**config.mk**
```make
export PLATFORM = sky130hd
export DESIGN_NAME = nism_top
export DESIGN_NICKNAME = d
export VERILOG_FILES = /design/src/verilog/nism_pkg.sv /design/src/verilog/nism_top.sv
export VERILOG_INCLUDE_DIRS = /design/src /design/src/verilog
export SDC_FILE = /design/constraint.sdc
export NUM_CORES = 1
export LEC_CHECK = 0
export BUFFER_PORTS_ARGS = -buffer_cell sky130_fd_sc_hd__buf_2
export CAP_MARGIN = 20
export CORE_ASPECT_RATIO = 1.2
export CORE_MARGIN = 5
export CORE_UTILIZATION = 48
export CTS_BUF_LIST = sky130_fd_sc_hd__clkbuf_16
export DETAILED_ROUTE_END_ITERATION = 7
export HOLD_SLACK_MARGIN = 0.05
export PLACE_DENSITY = 0.94
export RECOVER_POWER = 25
export SLEW_MARGIN = 20
export SYNTH_ARGS = -nofsm -noshare
export SYNTH_HDL_FRONTEND = slang
export SYNTH_SLANG_ARGS = --single-unit
```
**constraint.sdc**
```tcl
create_clock -name i_clk -period 3.5 [get_ports i_clk]
set_clock_uncertainty 0.1 [all_clocks]
set_input_delay 0.175 -clock i_clk [delete_from_list [all_inputs] [get_ports i_clk]]
set_output_delay 0.175 -clock i_clk [all_outputs]
set_load 0.01 [all_outputs]
```
**src/verilog/nism_defines.svh**
```systemverilog
// Register offsets, field positions, reset values and widths of the interrupt status and mask block
`ifndef NISM_DEFINES_SVH
`define NISM_DEFINES_SVH

// ----------------------------------------------------------------------------
// Register bus geometry
// ----------------------------------------------------------------------------
`define NISM_ADDR_W        4
`define NISM_DATA_W        8
`define NISM_FLAGS_ADDR    4'h7
`define NISM_MASK_ADDR     4'hF

// ----------------------------------------------------------------------------
// Flag and enable bit positions
// ----------------------------------------------------------------------------
`define NISM_RX_GOOD_BIT   0
`define NISM_TX_GOOD_BIT   1
`define NISM_RX_FAULT_BIT  2
`define NISM_TX_FAULT_BIT  3
`define NISM_RING_FULL_BIT 4
`define NISM_TALLY_BIT     5
`define NISM_DMA_DONE_BIT  6
`define NISM_RESET_BIT     7

// ----------------------------------------------------------------------------
// Reset values and masks
// ----------------------------------------------------------------------------
`define NISM_FLAGS_RESET   8'h80
`define NISM_MASK_RESET    8'h00
`define NISM_SRC_BITS      8'h7F
`define NISM_READ_IDLE     8'h00

// ----------------------------------------------------------------------------
// Source widths
// ----------------------------------------------------------------------------
`define NISM_PTR_W         8
`define NISM_TALLY_N       3

`endif

```
**src/verilog/nism_pkg.sv**
```systemverilog
// Types shared by the interrupt status and mask block
`include "nism_defines.svh"

package nism_pkg;

    // ------------------------------------------------------------------------
    // Register bus request from the host
    // ------------------------------------------------------------------------
    typedef struct packed {
        logic [`NISM_ADDR_W-1:0] addr;
        logic [`NISM_DATA_W-1:0] wdata;
        logic                    wr;
        logic                    rd;
    } nism_bus_req_type;

    // ------------------------------------------------------------------------
    // One-cycle event pulses from the receive, transmit and DMA paths and the start and stop commands
    // ------------------------------------------------------------------------
    typedef struct packed {
        logic rx_ok;
        logic crc_error;
        logic align_error;
        logic fifo_overrun;
        logic missed_packet;
        logic tx_ok;
        logic excess_collisions;
        logic fifo_underrun;
        logic host_dma_done;
        logic ring_overflow;
        logic packet_removed;
        logic start_cmd;
        logic stop_cmd;
    } nism_events_type;

endpackage

```
**src/verilog/nism_top.sv**
```systemverilog
// Interrupt cause flags, enable mask and interrupt output of the network controller
//
// The strobed register port is this design's own decision.
`timescale 1ns/100ps
`include "nism_defines.svh"

module nism_top
    import nism_pkg::*;
(
    // Clock and reset
    input  wire logic                    i_clk,
    input  wire logic                    i_srst,
    // Register bus
    input  wire nism_bus_req_type        i_bus,
    output logic [`NISM_DATA_W-1:0]      o_rdata,
    // Event sources
    input  wire nism_events_type         i_events,
    input  wire logic [`NISM_TALLY_N-1:0] i_tally_msb,
    input  wire logic [`NISM_PTR_W-1:0]  i_local_dma_ptr,
    input  wire logic [`NISM_PTR_W-1:0]  i_boundary_ptr,
    // Interrupt and status view
    output logic                         o_irq,
    output logic [`NISM_DATA_W-1:0]      o_flags
);

    // ------------------------------------------------------------------------
    // State
    // ------------------------------------------------------------------------
    logic [`NISM_DATA_W-1:0]  flags;
    logic [`NISM_DATA_W-1:0]  mask;
    logic [`NISM_TALLY_N-1:0] tally_prev;
    logic                     ring_prev;
    logic                     irq;
    logic [`NISM_DATA_W-1:0]  rdata;

    // ------------------------------------------------------------------------
    // Address decode
    // ------------------------------------------------------------------------
    wire logic wr_flags;
    wire logic wr_mask;
    wire logic rd_flags;

    // Strobes qualified by address; the mask is write-only
    assign wr_flags = i_bus.wr && (i_bus.addr == `NISM_FLAGS_ADDR);
    assign wr_mask  = i_bus.wr && (i_bus.addr == `NISM_MASK_ADDR);
    assign rd_flags = i_bus.rd && (i_bus.addr == `NISM_FLAGS_ADDR);

    // ------------------------------------------------------------------------
    // Event detection
    // ------------------------------------------------------------------------
    wire logic       ring_hit;
    wire logic       ring_rise;
    wire logic       tally_rise;
    wire logic       rx_fault;
    wire logic       tx_fault;
    wire logic [6:0] set_vec;
    wire logic [6:0] clr_vec;

    // Pointer meeting is a level; only its arrival is an event
    assign ring_hit   = (i_local_dma_ptr == i_boundary_ptr);
    assign ring_rise  = ring_hit && !ring_prev;
    // Any counter whose top bit rises counts, several at once give one event
    assign tally_rise = |(i_tally_msb & ~tally_prev);
    assign rx_fault   = i_events.crc_error | i_events.align_error
                      | i_events.fifo_overrun | i_events.missed_packet;
    assign tx_fault   = i_events.excess_collisions | i_events.fifo_underrun;

    // Set vector in flag order
    assign set_vec[`NISM_RX_GOOD_BIT]   = i_events.rx_ok;
    assign set_vec[`NISM_TX_GOOD_BIT]   = i_events.tx_ok;
    assign set_vec[`NISM_RX_FAULT_BIT]  = rx_fault;
    assign set_vec[`NISM_TX_FAULT_BIT]  = tx_fault;
    assign set_vec[`NISM_RING_FULL_BIT] = ring_rise;
    assign set_vec[`NISM_TALLY_BIT]     = tally_rise;
    assign set_vec[`NISM_DMA_DONE_BIT]  = i_events.host_dma_done;

    // Write-one-to-clear; bit 7 is outside the clear vector
    assign clr_vec = wr_flags ? i_bus.wdata[6:0] : 7'h00;

    // ------------------------------------------------------------------------
    // Next values
    // ------------------------------------------------------------------------
    wire logic                    rst_set;
    wire logic                    rst_clr;
    wire logic [6:0]              next_src;
    wire logic                    next_rst_bit;
    wire logic [`NISM_DATA_W-1:0] next_flags;
    wire logic [`NISM_DATA_W-1:0] next_mask;
    wire logic                    next_irq;
    wire logic [`NISM_DATA_W-1:0] next_rdata;

    // Set is ORed in last so a coincident clear cannot swallow an event
    assign next_src     = (flags[6:0] & ~clr_vec) | set_vec;
    // Reset indicator: stop or overflow sets, start or removal clears
    assign rst_set      = i_events.stop_cmd | i_events.ring_overflow;
    assign rst_clr      = i_events.start_cmd | i_events.packet_removed;
    assign next_rst_bit = rst_set | (flags[`NISM_RESET_BIT] & ~rst_clr);
    assign next_flags   = {next_rst_bit, next_src};
    // Reserved mask bit is forced to zero
    assign next_mask    = wr_mask ? (i_bus.wdata & `NISM_SRC_BITS) : mask;
    // Only the seven source bits reach the interrupt
    assign next_irq     = |(next_src & next_mask[6:0]);
    // Read data stands one cycle only, zero otherwise and for unmapped reads
    assign next_rdata   = rd_flags ? flags : `NISM_READ_IDLE;

    // ------------------------------------------------------------------------
    // Registers
    // ------------------------------------------------------------------------
    // Reset puts the block in its reset state, so the indicator comes up set
    always_ff @(posedge i_clk) begin
        if (i_srst) begin
            flags      <= `NISM_FLAGS_RESET;
            mask       <= `NISM_MASK_RESET;
            tally_prev <= '0;
            ring_prev  <= 1'b1;
            irq        <= 1'b0;
            rdata      <= `NISM_READ_IDLE;
        end else begin
            flags      <= next_flags;
            mask       <= next_mask;
            tally_prev <= i_tally_msb;
            ring_prev  <= ring_hit;
            irq        <= next_irq;
            rdata      <= next_rdata;
        end
    end

    // Outputs come straight from flip-flops
    assign o_irq   = irq;
    assign o_flags = flags;
    assign o_rdata = rdata;

    wire logic any_set;
    assign any_set = |set_vec;
endmodule

```
==> flow_metrics.py, run 1 <==
metrics = {
    "status": {
        "outcome": "finished, final reports clean",
    },
    "place": {
        "routabilityCongestion": 0.7833,
        "place_ws_ns": 1.770,
        "dpl-instance-area_um2": 1623,
        "post-place-cells": 234,
        "hpwl_um": 2469,
        "port_buffers": 63,
    },
    "timing": {
        "rsz0062_at_grt": "no",
        "hold_viol_final": 0,
        "slew_headroom": 0.5068,
        "finalSetupViolCount": 0,
        "timing.fmax_mhz": 544.6,
        "final-max-slew-violation-count": 0,
        "layout_setup_ws_ns": 1.664,
        "tns_ns": 0,
        "min_period_ns": 1.836,
        "tightest_slew_ns": 0.7296,
        "post-route-period-util": 0.5246,
    },
    "synthesis": {
        "syn_area_um2": 1297,
        "yosysWarnings": 0,
        "synth_flop_cell": "dfxtp_1",
        "synth_nets": 190,
        "syn_area_per_cell_um2": 9.137,
        "synth_edf_count": 0,
        "ys_seq_area_frac": 0.4320,
        "ys_ff_latch": 28,
        "async_reset_ff_frac": 0,
        "synth_cells": 142,
        "ys_types": 44,
    },
    "floorplan": {
        "coreArea_um2": 2577,
        "fp.dieArea_um2": 3847,
        "die_x_um": 57.46,
        "num_rows": 20,
        "start_util": 0.5034,
        "die_height_um": 66.96,
        "io_pins": 65,
    },
    "pwr": {
        "cellLeakagePower_uw": 0.0007339,
        "p_per_area_nw_per_um2": 393.5,
        "ir_worst_vdd_mv": 0.2067,
    },
    "worst_setup_path": {
        "rrSetupSlack_ns": 1.90,
        "endpoint_kind": "flop",
        "critPathKind": "input port to flop",
        "reg2regPathDepth": 3,
        "cp-startpoint": "i_events[3]",
        "critPathMaxStageDelay_ns": 0.56,
        "cp_slowest_cell": "dlygate4sd3_1",
        "crit_path_max_fanout": 1,
        "cp.arrival_ns": 1.89,
        "required_ns": 3.55,
        "reg2reg_to": "o_flags[7]",
        "setup.worst_path.end": "o_flags[7]",
        "path_cells": "dlygate4sd3_1 -> buf_2 -> or4_1 -> dlygate4sd3_1",
        "r2r_start": "o_flags[7]",
        "start_kind": "input port",
        "cpMostUsedCell": "dlygate4sd3_1",
    },
    "final_layout": {
        "final_common_cell": "buf_2",
        "fin_cells": 243,
        "most-common-layout-cells": "buf_2, dfxtp_1, nand2_1, a21oi_1, clkbuf_1",
        "drive_gt1_frac": 0.3286,
        "n_fill_cell": 207,
        "final_area_um2": 1740,
        "syn2layout_area_growth_pct": 34.14,
        "fin_nets": 259,
        "num_antenna_cells": 0,
    },
    "clocking": {
        "cts_root_buf": "clkbuf_16",
        "cts_tree": "built",
        "worstSkewPairLatency_ns": 0.26,
        "post_cts_resized": 0,
        "cts_inserted_buffers": 3,
        "htree_levels": 1,
        "clock_sinks": 28,
        "clk_pin_slew_ns": 0.07,
        "ctsLongestPathBuffers": 2,
    },
    "min_path": {
        "hp-class": "input port to flop",
        "hp-start": "i_events[7]",
    },
    "grt": {
        "grtUsageTotal": 0.1865,
        "grt-ovfl-total": 0,
        "grt_pass1_vias": 1258,
        "grt_pass1_wl_um": 5513,
        "grt_max_degree": 22,
        "antenna_found_initial": 0,
    },
    "detailed_routing": {
        "ant_nets": 0,
        "drtIter0Drc": 74,
        "routed_wl_um": 3522,
        "wl_per_cell_um": 14.49,
        "drc_errors": 0,
        "vias_per_cell": 5.300,
        "vias": 1288,
        "firstDrtPassIters": 4,
    },
    "run": {
        "cap_viol_max_count": 0,
    },
}
-- worst max-delay path: cells and delay by family --
kind | cells | cell delay [ns]
buffers and inverters | 3 | 1.22
and+or+nand+nor | 1 | 0.49
-- flip-flops by register name (all words and copies together), names as in the netlist --
register    flops
o_irq           1
tally_prev      3
o_rdata         8
mask            7
ring_prev       1
o_flags         8
-- routing by layer --
layer | wire length [µm] | global-route usage | vias to the layer above
met5 | 0 | 0 | -
met4 | 58 | 0.07826 | 0
met3 | 213 | 0.04264 | 7
met2 | 1891 | 0.3531 | 36
met1 | 1358 | 0.1927 | 610
li1 | - | - | 635
-- worst min path at each step --
stage / to / slack [ns] / depth (start not counted)
CTS: o_flags[1] / 0.07 / 3
global route: mask[0] / 0.08 / 3
finish: o_flags[1] / 0.06 / 3
floorplan: o_flags[7] / 0.18 / 1
detailed placement: o_flags[7] / 0.27 / 2
global placement: o_flags[7] / 0.26 / 2
-- through the flow --
step / util / hold slack [ns] / total power, µW
floorplan: - / 0.1789 / 383.4
global placement: 0.6296 / 0.2636 / 424.4
detailed placement: 0.6296 / 0.2741 / 427.3
CTS: 0.6796 / 0.07043 / 687.8
global route: 0.6752 / 0.08005 / 712.9
finish: 0.6752 / 0.06309 / 684.9
-- area by class of cell --
type,count,area (µm²),area share
clock buffer,3,75.07,0.04313
sequential,28,560.5,0.3221
timing repair buffer,69,361.6,0.2078
tap,33,41.29,0.02372
inverter,4,15.01,0.008627
clock inverter,1,3.754,0.002157
multi-input combinational,105,683.2,0.3925
-- what timing repair did --
action | in CTS | in global routing
endpoints found under the hold margin | 4 | 0
setup buffers | 0 | 0
hold buffers | 5 | 0
-- cell families after synthesis --
| family | count (synthesis) | share of synthesized area |
|---|---|---|
| AND/OR/NAND/NOR | 60 | 0.2517 |
| AO/OA/AOI/OAI | 36 | 0.2131 |
| flip-flops | 28 | 0.4320 |
| buffers and inverters | 9 | 0.04146 |
| XOR/XNOR | 8 | 0.05400 |
| multiplexers | 1 | 0.007715 |
-- report_power, final --
group	internal, µW	total [µW]	switching [µW]
registers	329	334	5.73
logic	47.2	91.2	44.0
clock network	153	259	106
-- synth_stat cells, types with 3 or more instances --
master    instances  share of area
a21oi_1          14          0.054
o21ai_0           3          0.012
xnor2_1           8          0.054
nand2_1          17          0.049
nand2b_1          4          0.019
inv_1             4          0.012
dfxtp_1          28           0.43
nor3_1            3          0.012
nand4_1           3          0.014
nor2b_1           5          0.024
and2_1            8          0.039
nor2_1            7          0.020
No activity file was read; power rests on OpenSTA's default activity.
==> inputs of run 2 (changes only) <==
--- a/config.mk
+++ b/config.mk
@@ -6,15 +6,16 @@
 export SDC_FILE = /design/constraint.sdc
 export NUM_CORES = 1
 export LEC_CHECK = 0
+export ABC_AREA = 1
 export BUFFER_PORTS_ARGS = -buffer_cell sky130_fd_sc_hd__buf_2
 export CAP_MARGIN = 20
 export CORE_ASPECT_RATIO = 1.2
 export CORE_MARGIN = 5
-export CORE_UTILIZATION = 48
+export CORE_UTILIZATION = 44
 export CTS_BUF_LIST = sky130_fd_sc_hd__clkbuf_16
 export DETAILED_ROUTE_END_ITERATION = 7
 export HOLD_SLACK_MARGIN = 0.05
-export PLACE_DENSITY = 0.94
+export PLACE_DENSITY = 0.89
 export RECOVER_POWER = 25
 export SLEW_MARGIN = 20
 export SYNTH_ARGS = -nofsm -noshare
==> constraint.sdc (replaced) <==
create_clock -name i_clk -period 1.9 [get_ports i_clk]
set_clock_uncertainty 0.1 [all_clocks]
set_input_delay 0.095 -clock i_clk [delete_from_list [all_inputs] [get_ports i_clk]]
set_output_delay 0.095 -clock i_clk [all_outputs]
set_load 0.01 [all_outputs]
==> flow_metrics.py, run 2 <==
metrics = {
    "synthesis": {
        "ys_seq_area_frac": 0.4345,
        "ys_ff_latch": 28,
        "yosysWarnings": 0,
        "yosys-top-cells-count": "nand2_1, inv_1, dfxtp_1",
        "yosysTopAreaCell": "dfxtp_1",
        "syn_area_um2": 1290,
        "syn_area_per_cell_um2": 7.049,
        "synth_most_common_cell": "nand2_1",
        "synth_cells": 183,
        "ys_types": 22,
        "synth_area_leaders": "dfxtp_1, nand2_1, inv_1",
        "synth_edf_count": 0,
        "synth_nets": 231,
        "synth_flop_cell": "dfxtp_1",
        "async_reset_ff_frac": 0,
        "synth_top_cell_area_share": 0.4345,
    },
    "detailed_routing": {
        "ant_nets": 0,
        "routed_wl_um": 2810,
        "firstDrtPassIters": 4,
        "wl_per_cell_um": 9.656,
        "vias": 1284,
        "drtIter0Drc": 25,
        "drc_errors": 0,
        "vias_per_cell": 4.412,
    },
    "final_layout": {
        "fin_cells": 291,
        "final_common_cell": "buf_2",
        "drive_gt1_frac": 0.2763,
        "most-common-layout-cells": "buf_2, nand2_1, inv_1, dfxtp_1, nor2_1",
        "n_fill_cell": 249,
        "fin_nets": 307,
        "num_antenna_cells": 0,
        "final_area_um2": 1792,
        "syn2layout_area_growth_pct": 38.89,
    },
    "floorplan": {
        "num_rows": 21,
        "die_x_um": 59.43,
        "die_height_um": 69.32,
        "coreArea_um2": 2811,
        "fp.dieArea_um2": 4119,
        "io_pins": 65,
        "start_util": 0.4588,
    },
    "clocking": {
        "hold_buffers": 12,
        "clk_pin_slew_ns": 0.06,
        "ctsLongestPathBuffers": 2,
        "clock_sinks": 28,
        "worstSkewPairLatency_ns": 0.25,
        "htree_levels": 1,
        "cts_root_buf": "clkbuf_16",
        "post_cts_resized": 0,
        "post_cts_buffers": 0,
        "cts_inserted_buffers": 3,
        "cts_tree": "built",
    },
    "worst_setup_path": {
        "cp.arrival_ns": 1.69,
        "critPathMaxStageDelay_ns": 0.61,
        "critPathKind": "input port to flop",
        "cpMostUsedCell": "dlygate4sd3_1",
        "cp_num_buf_inv": 3,
        "crit_path_max_fanout": 2,
        "cp_slowest_cell": "dlygate4sd3_1",
        "required_ns": 1.93,
        "endpoint_kind": "flop",
        "path_cells": "dlygate4sd3_1 -> buf_2 -> nor3b_1 -> dlygate4sd3_1 -> a21oi_1",
        "start_kind": "input port",
        "cp_top_family": "buffers and inverters",
    },
    "min_path": {
        "hp-class": "input port to flop",
    },
    "timing": {
        "min_period_ns": 1.657,
        "final-max-slew-violation-count": 0,
        "slew_headroom": 0.6519,
        "tightest_slew_ns": 0.5202,
        "rsz0062_at_grt": "no",
        "hold_viol_final": 0,
        "post-route-period-util": 0.8720,
        "tns_ns": 0,
        "finalSetupViolCount": 0,
        "timing.fmax_mhz": 603.5,
    },
    "status": {
        "outcome": "finished, final reports clean",
    },
    "grt": {
        "antenna_found_initial": 0,
        "grt-ovfl-total": 0,
        "grt_pass1_vias": 1123,
        "grtUsageTotal": 0.1416,
        "grt_max_degree": 21,
        "grt_pass1_wl_um": 4602,
    },
    "pwr": {
        "comb_power_share": 0.138,
        "netSwitchingPower_uw": 270.0,
        "power_frac_seq": 0.495,
        "p_per_area_nw_per_um2": 693.0,
        "internal-power_uw": 971.7,
        "ir_worst_vdd_mv": 0.4578,
        "pwr-share-clk": 0.367,
        "netSwitchingFraction": 0.2175,
        "total_power_uw": 1242,
        "cellLeakagePower_uw": 0.0009472,
    },
    "place": {
        "dpl-instance-area_um2": 1609,
        "hpwl_um": 2145,
        "port_buffers": 63,
        "post-place-cells": 276,
        "routabilityCongestion": 0.7355,
    },
    "run": {
        "cap_viol_max_count": 0,
    },
}
-- run 2: final cells by class --
cell class / count / area [µm²] / area share
timing repair buffer: 75 / 430.4 / 0.2402
sequential: 28 / 560.5 / 0.3128
inverter: 40 / 150.1 / 0.08380
clock buffer: 3 / 75.07 / 0.04190
multi-input combinational: 111 / 533.0 / 0.2975
tap: 34 / 42.54 / 0.02374
-- run 2: logic make-up (layout without fill, tap and decap cells) --
family / count (synthesis) / after routing / synth area share
compound gates: 16 / 16 / 0.07372
xor+xnor: 5 / 5 / 0.03395
buf+inv: 44 / 118 / 0.1465
flops: 28 / 28 / 0.4345
simple gates: 90 / 90 / 0.3113
-- run 2: final timing paths --
kind	start	endpoint	slack (ns)	cells after the start
min	i_bus[2]	o_flags[0]	0.07	4
min reg2reg	o_flags[3]	o_rdata[3]	0.34	2
max reg2reg	o_flags[7]	o_flags[7]	0.62	3
max	i_events[8]	o_flags[2]	0.24	5
-- run 2: routing by layer --
metal	track usage	vias up	wire, µm
met4	0.05290	0	33
li1	-	690	-
met2	0.2454	33	1474
met3	0.03538	4	231
met1	0.1606	557	1071
met5	0	-	0
-- run 2: power groups by stage --
| stage | combinational, µW | clock (µW) | sequential, µW |
|---|---|---|---|
| floorplan | 78.8 | 0 | 632 |
| global placement | 152 | 0 | 627 |
| detailed placement | 157 | 0 | 627 |
| CTS | 176 | 463 | 614 |
| global route | 194 | 491 | 616 |
| finish | 171 | 456 | 614 |
-- run 2: metrics by stage --
step                      worst slack, ns  hold WS (ns)    util
after floorplan                    0.7820       0.09507       -
after global placement             0.5539        0.1824  0.5723
after detailed placement           0.5192        0.1836  0.5723
after CTS                          0.2501       0.07150  0.6417
after global routing               0.1704       0.08420  0.6373
final                              0.2431       0.06809  0.6373
-- run 2: worst reg2reg max path: cells and delay by family, from the launching register on --
kind                   cells  cell delay, ns
buffers and inverters      2            0.62
flip-flops                 1            0.32
AO/OA/AOI/OAI              1            0.19
==> inputs of run 3 (changes only) <==
--- a/config.mk
+++ b/config.mk
@@ -10,13 +10,12 @@
 export BUFFER_PORTS_ARGS = -buffer_cell sky130_fd_sc_hd__buf_2
 export CAP_MARGIN = 20
 export CORE_ASPECT_RATIO = 1.2
-export CORE_MARGIN = 5
 export CORE_UTILIZATION = 44
 export CTS_BUF_LIST = sky130_fd_sc_hd__clkbuf_16
 export DETAILED_ROUTE_END_ITERATION = 7
 export HOLD_SLACK_MARGIN = 0.05
 export PLACE_DENSITY = 0.89
-export RECOVER_POWER = 25
+export RECOVER_POWER = 50
 export SLEW_MARGIN = 20
 export SYNTH_ARGS = -nofsm -noshare
 export SYNTH_HDL_FRONTEND = slang
==> flow_metrics.py, run 3 (synthesized netlist as in run 2, its figures left out) <==
metrics = {
    "detailed_routing": {
        "vias": 1293,
        "ant_nets": 0,
        "drc_errors": 0,
        "firstDrtPassIters": 4,
        "routed_wl_um": 2645,
        "drtIter0Drc": 24,
        "wl_per_cell_um": 9.058,
        "vias_per_cell": 4.428,
    },
    "grt": {
        "grt-ovfl-total": 0,
        "grt_pass1_wl_um": 4229,
        "grt_pass1_vias": 1125,
        "grtUsageTotal": 0.1775,
        "antenna_found_initial": 0,
        "grt_max_degree": 21,
    },
    "clocking": {
        "htree_levels": 1,
        "cts_inserted_buffers": 3,
        "clk_pin_slew_ns": 0.06,
        "cts_tree": "built",
        "worstSkewPairLatency_ns": 0.25,
        "post_cts_resized": 0,
        "ctsLongestPathBuffers": 2,
        "clock_sinks": 28,
        "cts_root_buf": "clkbuf_16",
    },
    "final_layout": {
        "final_common_cell": "buf_2",
        "ff_latch_area_um2": 560.5,
        "most-common-layout-cells": "buf_2, nand2_1, inv_1, dfxtp_1, nor2_1",
        "drive_gt1_frac": 0.2481,
        "fin_nets": 307,
        "syn2layout_area_growth_pct": 38.12,
        "num_antenna_cells": 0,
        "multi_input_area_um2": 528.0,
        "fin_util": 0.6397,
        "fin_cells": 292,
        "n_fill_cell": 257,
    },
    "worst_setup_path": {
        "r2r_start": "o_flags[7]",
        "endpoint_kind": "flop",
        "cp.arrival_ns": 1.67,
        "setup.worst_path.end": "o_flags[2]",
        "critPathKind": "input port to flop",
        "reg2regPathDepth": 3,
        "start_kind": "input port",
        "rrSetupSlack_ns": 0.63,
        "crit_path_max_fanout": 2,
        "reg2reg_to": "o_flags[7]",
        "required_ns": 1.93,
        "cp-startpoint": "i_events[9]",
    },
    "timing": {
        "hold_ws_ns": 0.07103,
        "hold_viol_final": 0,
        "slew_headroom": 0.7495,
        "tightest_slew_ns": 0.3757,
        "min_period_ns": 1.639,
        "finalSetupViolCount": 0,
        "rsz0062_at_grt": "no",
        "tns_ns": 0,
        "final-max-slew-violation-count": 0,
        "timing.fmax_mhz": 610.1,
        "post-route-period-util": 0.8627,
    },
    "floorplan": {
        "num_rows": 21,
        "io_pins": 65,
        "coreArea_um2": 2785,
        "die_height_um": 61.32,
        "die_x_um": 51.43,
        "fp.dieArea_um2": 3153,
        "start_util": 0.4632,
    },
    "pwr": {
        "ir_worst_vdd_mv": 0.5064,
        "cellLeakagePower_uw": 0.0009179,
        "p_per_area_nw_per_um2": 699.7,
    },
    "min_path": {
        "hp-class": "input port to flop",
    },
    "place": {
        "post-place-cells": 276,
        "port_buffers": 63,
        "hpwl_um": 1883,
        "routabilityCongestion": 0.6909,
    },
    "status": {
        "outcome": "finished, final reports clean",
    },
    "run": {
        "cap_viol_max_count": 0,
    },
}
-- run 3: stage by stage --
stage,setup slack [ns],power [µW],instance area (µm²)
4_1_cts,0.2990,1260,1808
3_5_place_dp,0.5362,783.8,1609
3_3_place_gp,0.5498,778.6,1609
2_1_floorplan,0.7820,711.2,1290
5_1_grt,0.1924,1303,1782
6_report,0.2609,1247,1782
-- run 3: area by class of cell --
| class | instances | area share |
|---|---|---|
| repair buffers | 75 | 0.2367 |
| well taps | 34 | 0.02388 |
| clock buffers | 3 | 0.04213 |
| multi-input cells | 111 | 0.2963 |
| flip-flops and latches | 28 | 0.3146 |
| clock inverters | 1 | 0.002107 |
| inverters | 40 | 0.08427 |
-- run 3: worst min-delay path by stage --
stage | from | endpoint | slack (ns) | cells after the start
after floorplan | i_events[1] | o_flags[7] | 0.1 | 1
after global placement | i_events[2] | o_flags[7] | 0.18 | 2
after detailed placement | i_events[2] | o_flags[7] | 0.19 | 2
after CTS | i_bus[2] | o_flags[0] | 0.07 | 4
after global routing | i_bus[2] | o_flags[0] | 0.09 | 4
final | i_bus[2] | o_flags[0] | 0.07 | 4
-- run 3: critical path: stages --
cell and delay, ns:
dlygate4sd3_1 0.53, buf_2 0.12, nor3b_1 0.25, dlygate4sd3_1 0.61, a21oi_1 0.07
-- run 3: where the power goes --
part | internal [µW] | total, µW | switching (µW) | leakage, µW
combinational | 87.1 | 171 | 84.1 | 0.000650
clock | 281 | 461 | 180 | 0.0000385
sequential | 605 | 614 | 8.90 | 0.000229
-- run 3: timing repair --
action                    CTS  global route
setup buffers               0             0
hold endpoints to repair    9             0
hold buffers               12             0
-- run 3: metal layers --
metal	global-route usage	up-vias	routed length, µm
li1	-	692	-
met4	0.05405	0	21
met2	0.3636	41	1473
met5	0	-	0
met1	0.1793	558	1017
met3	0.03210	2	132
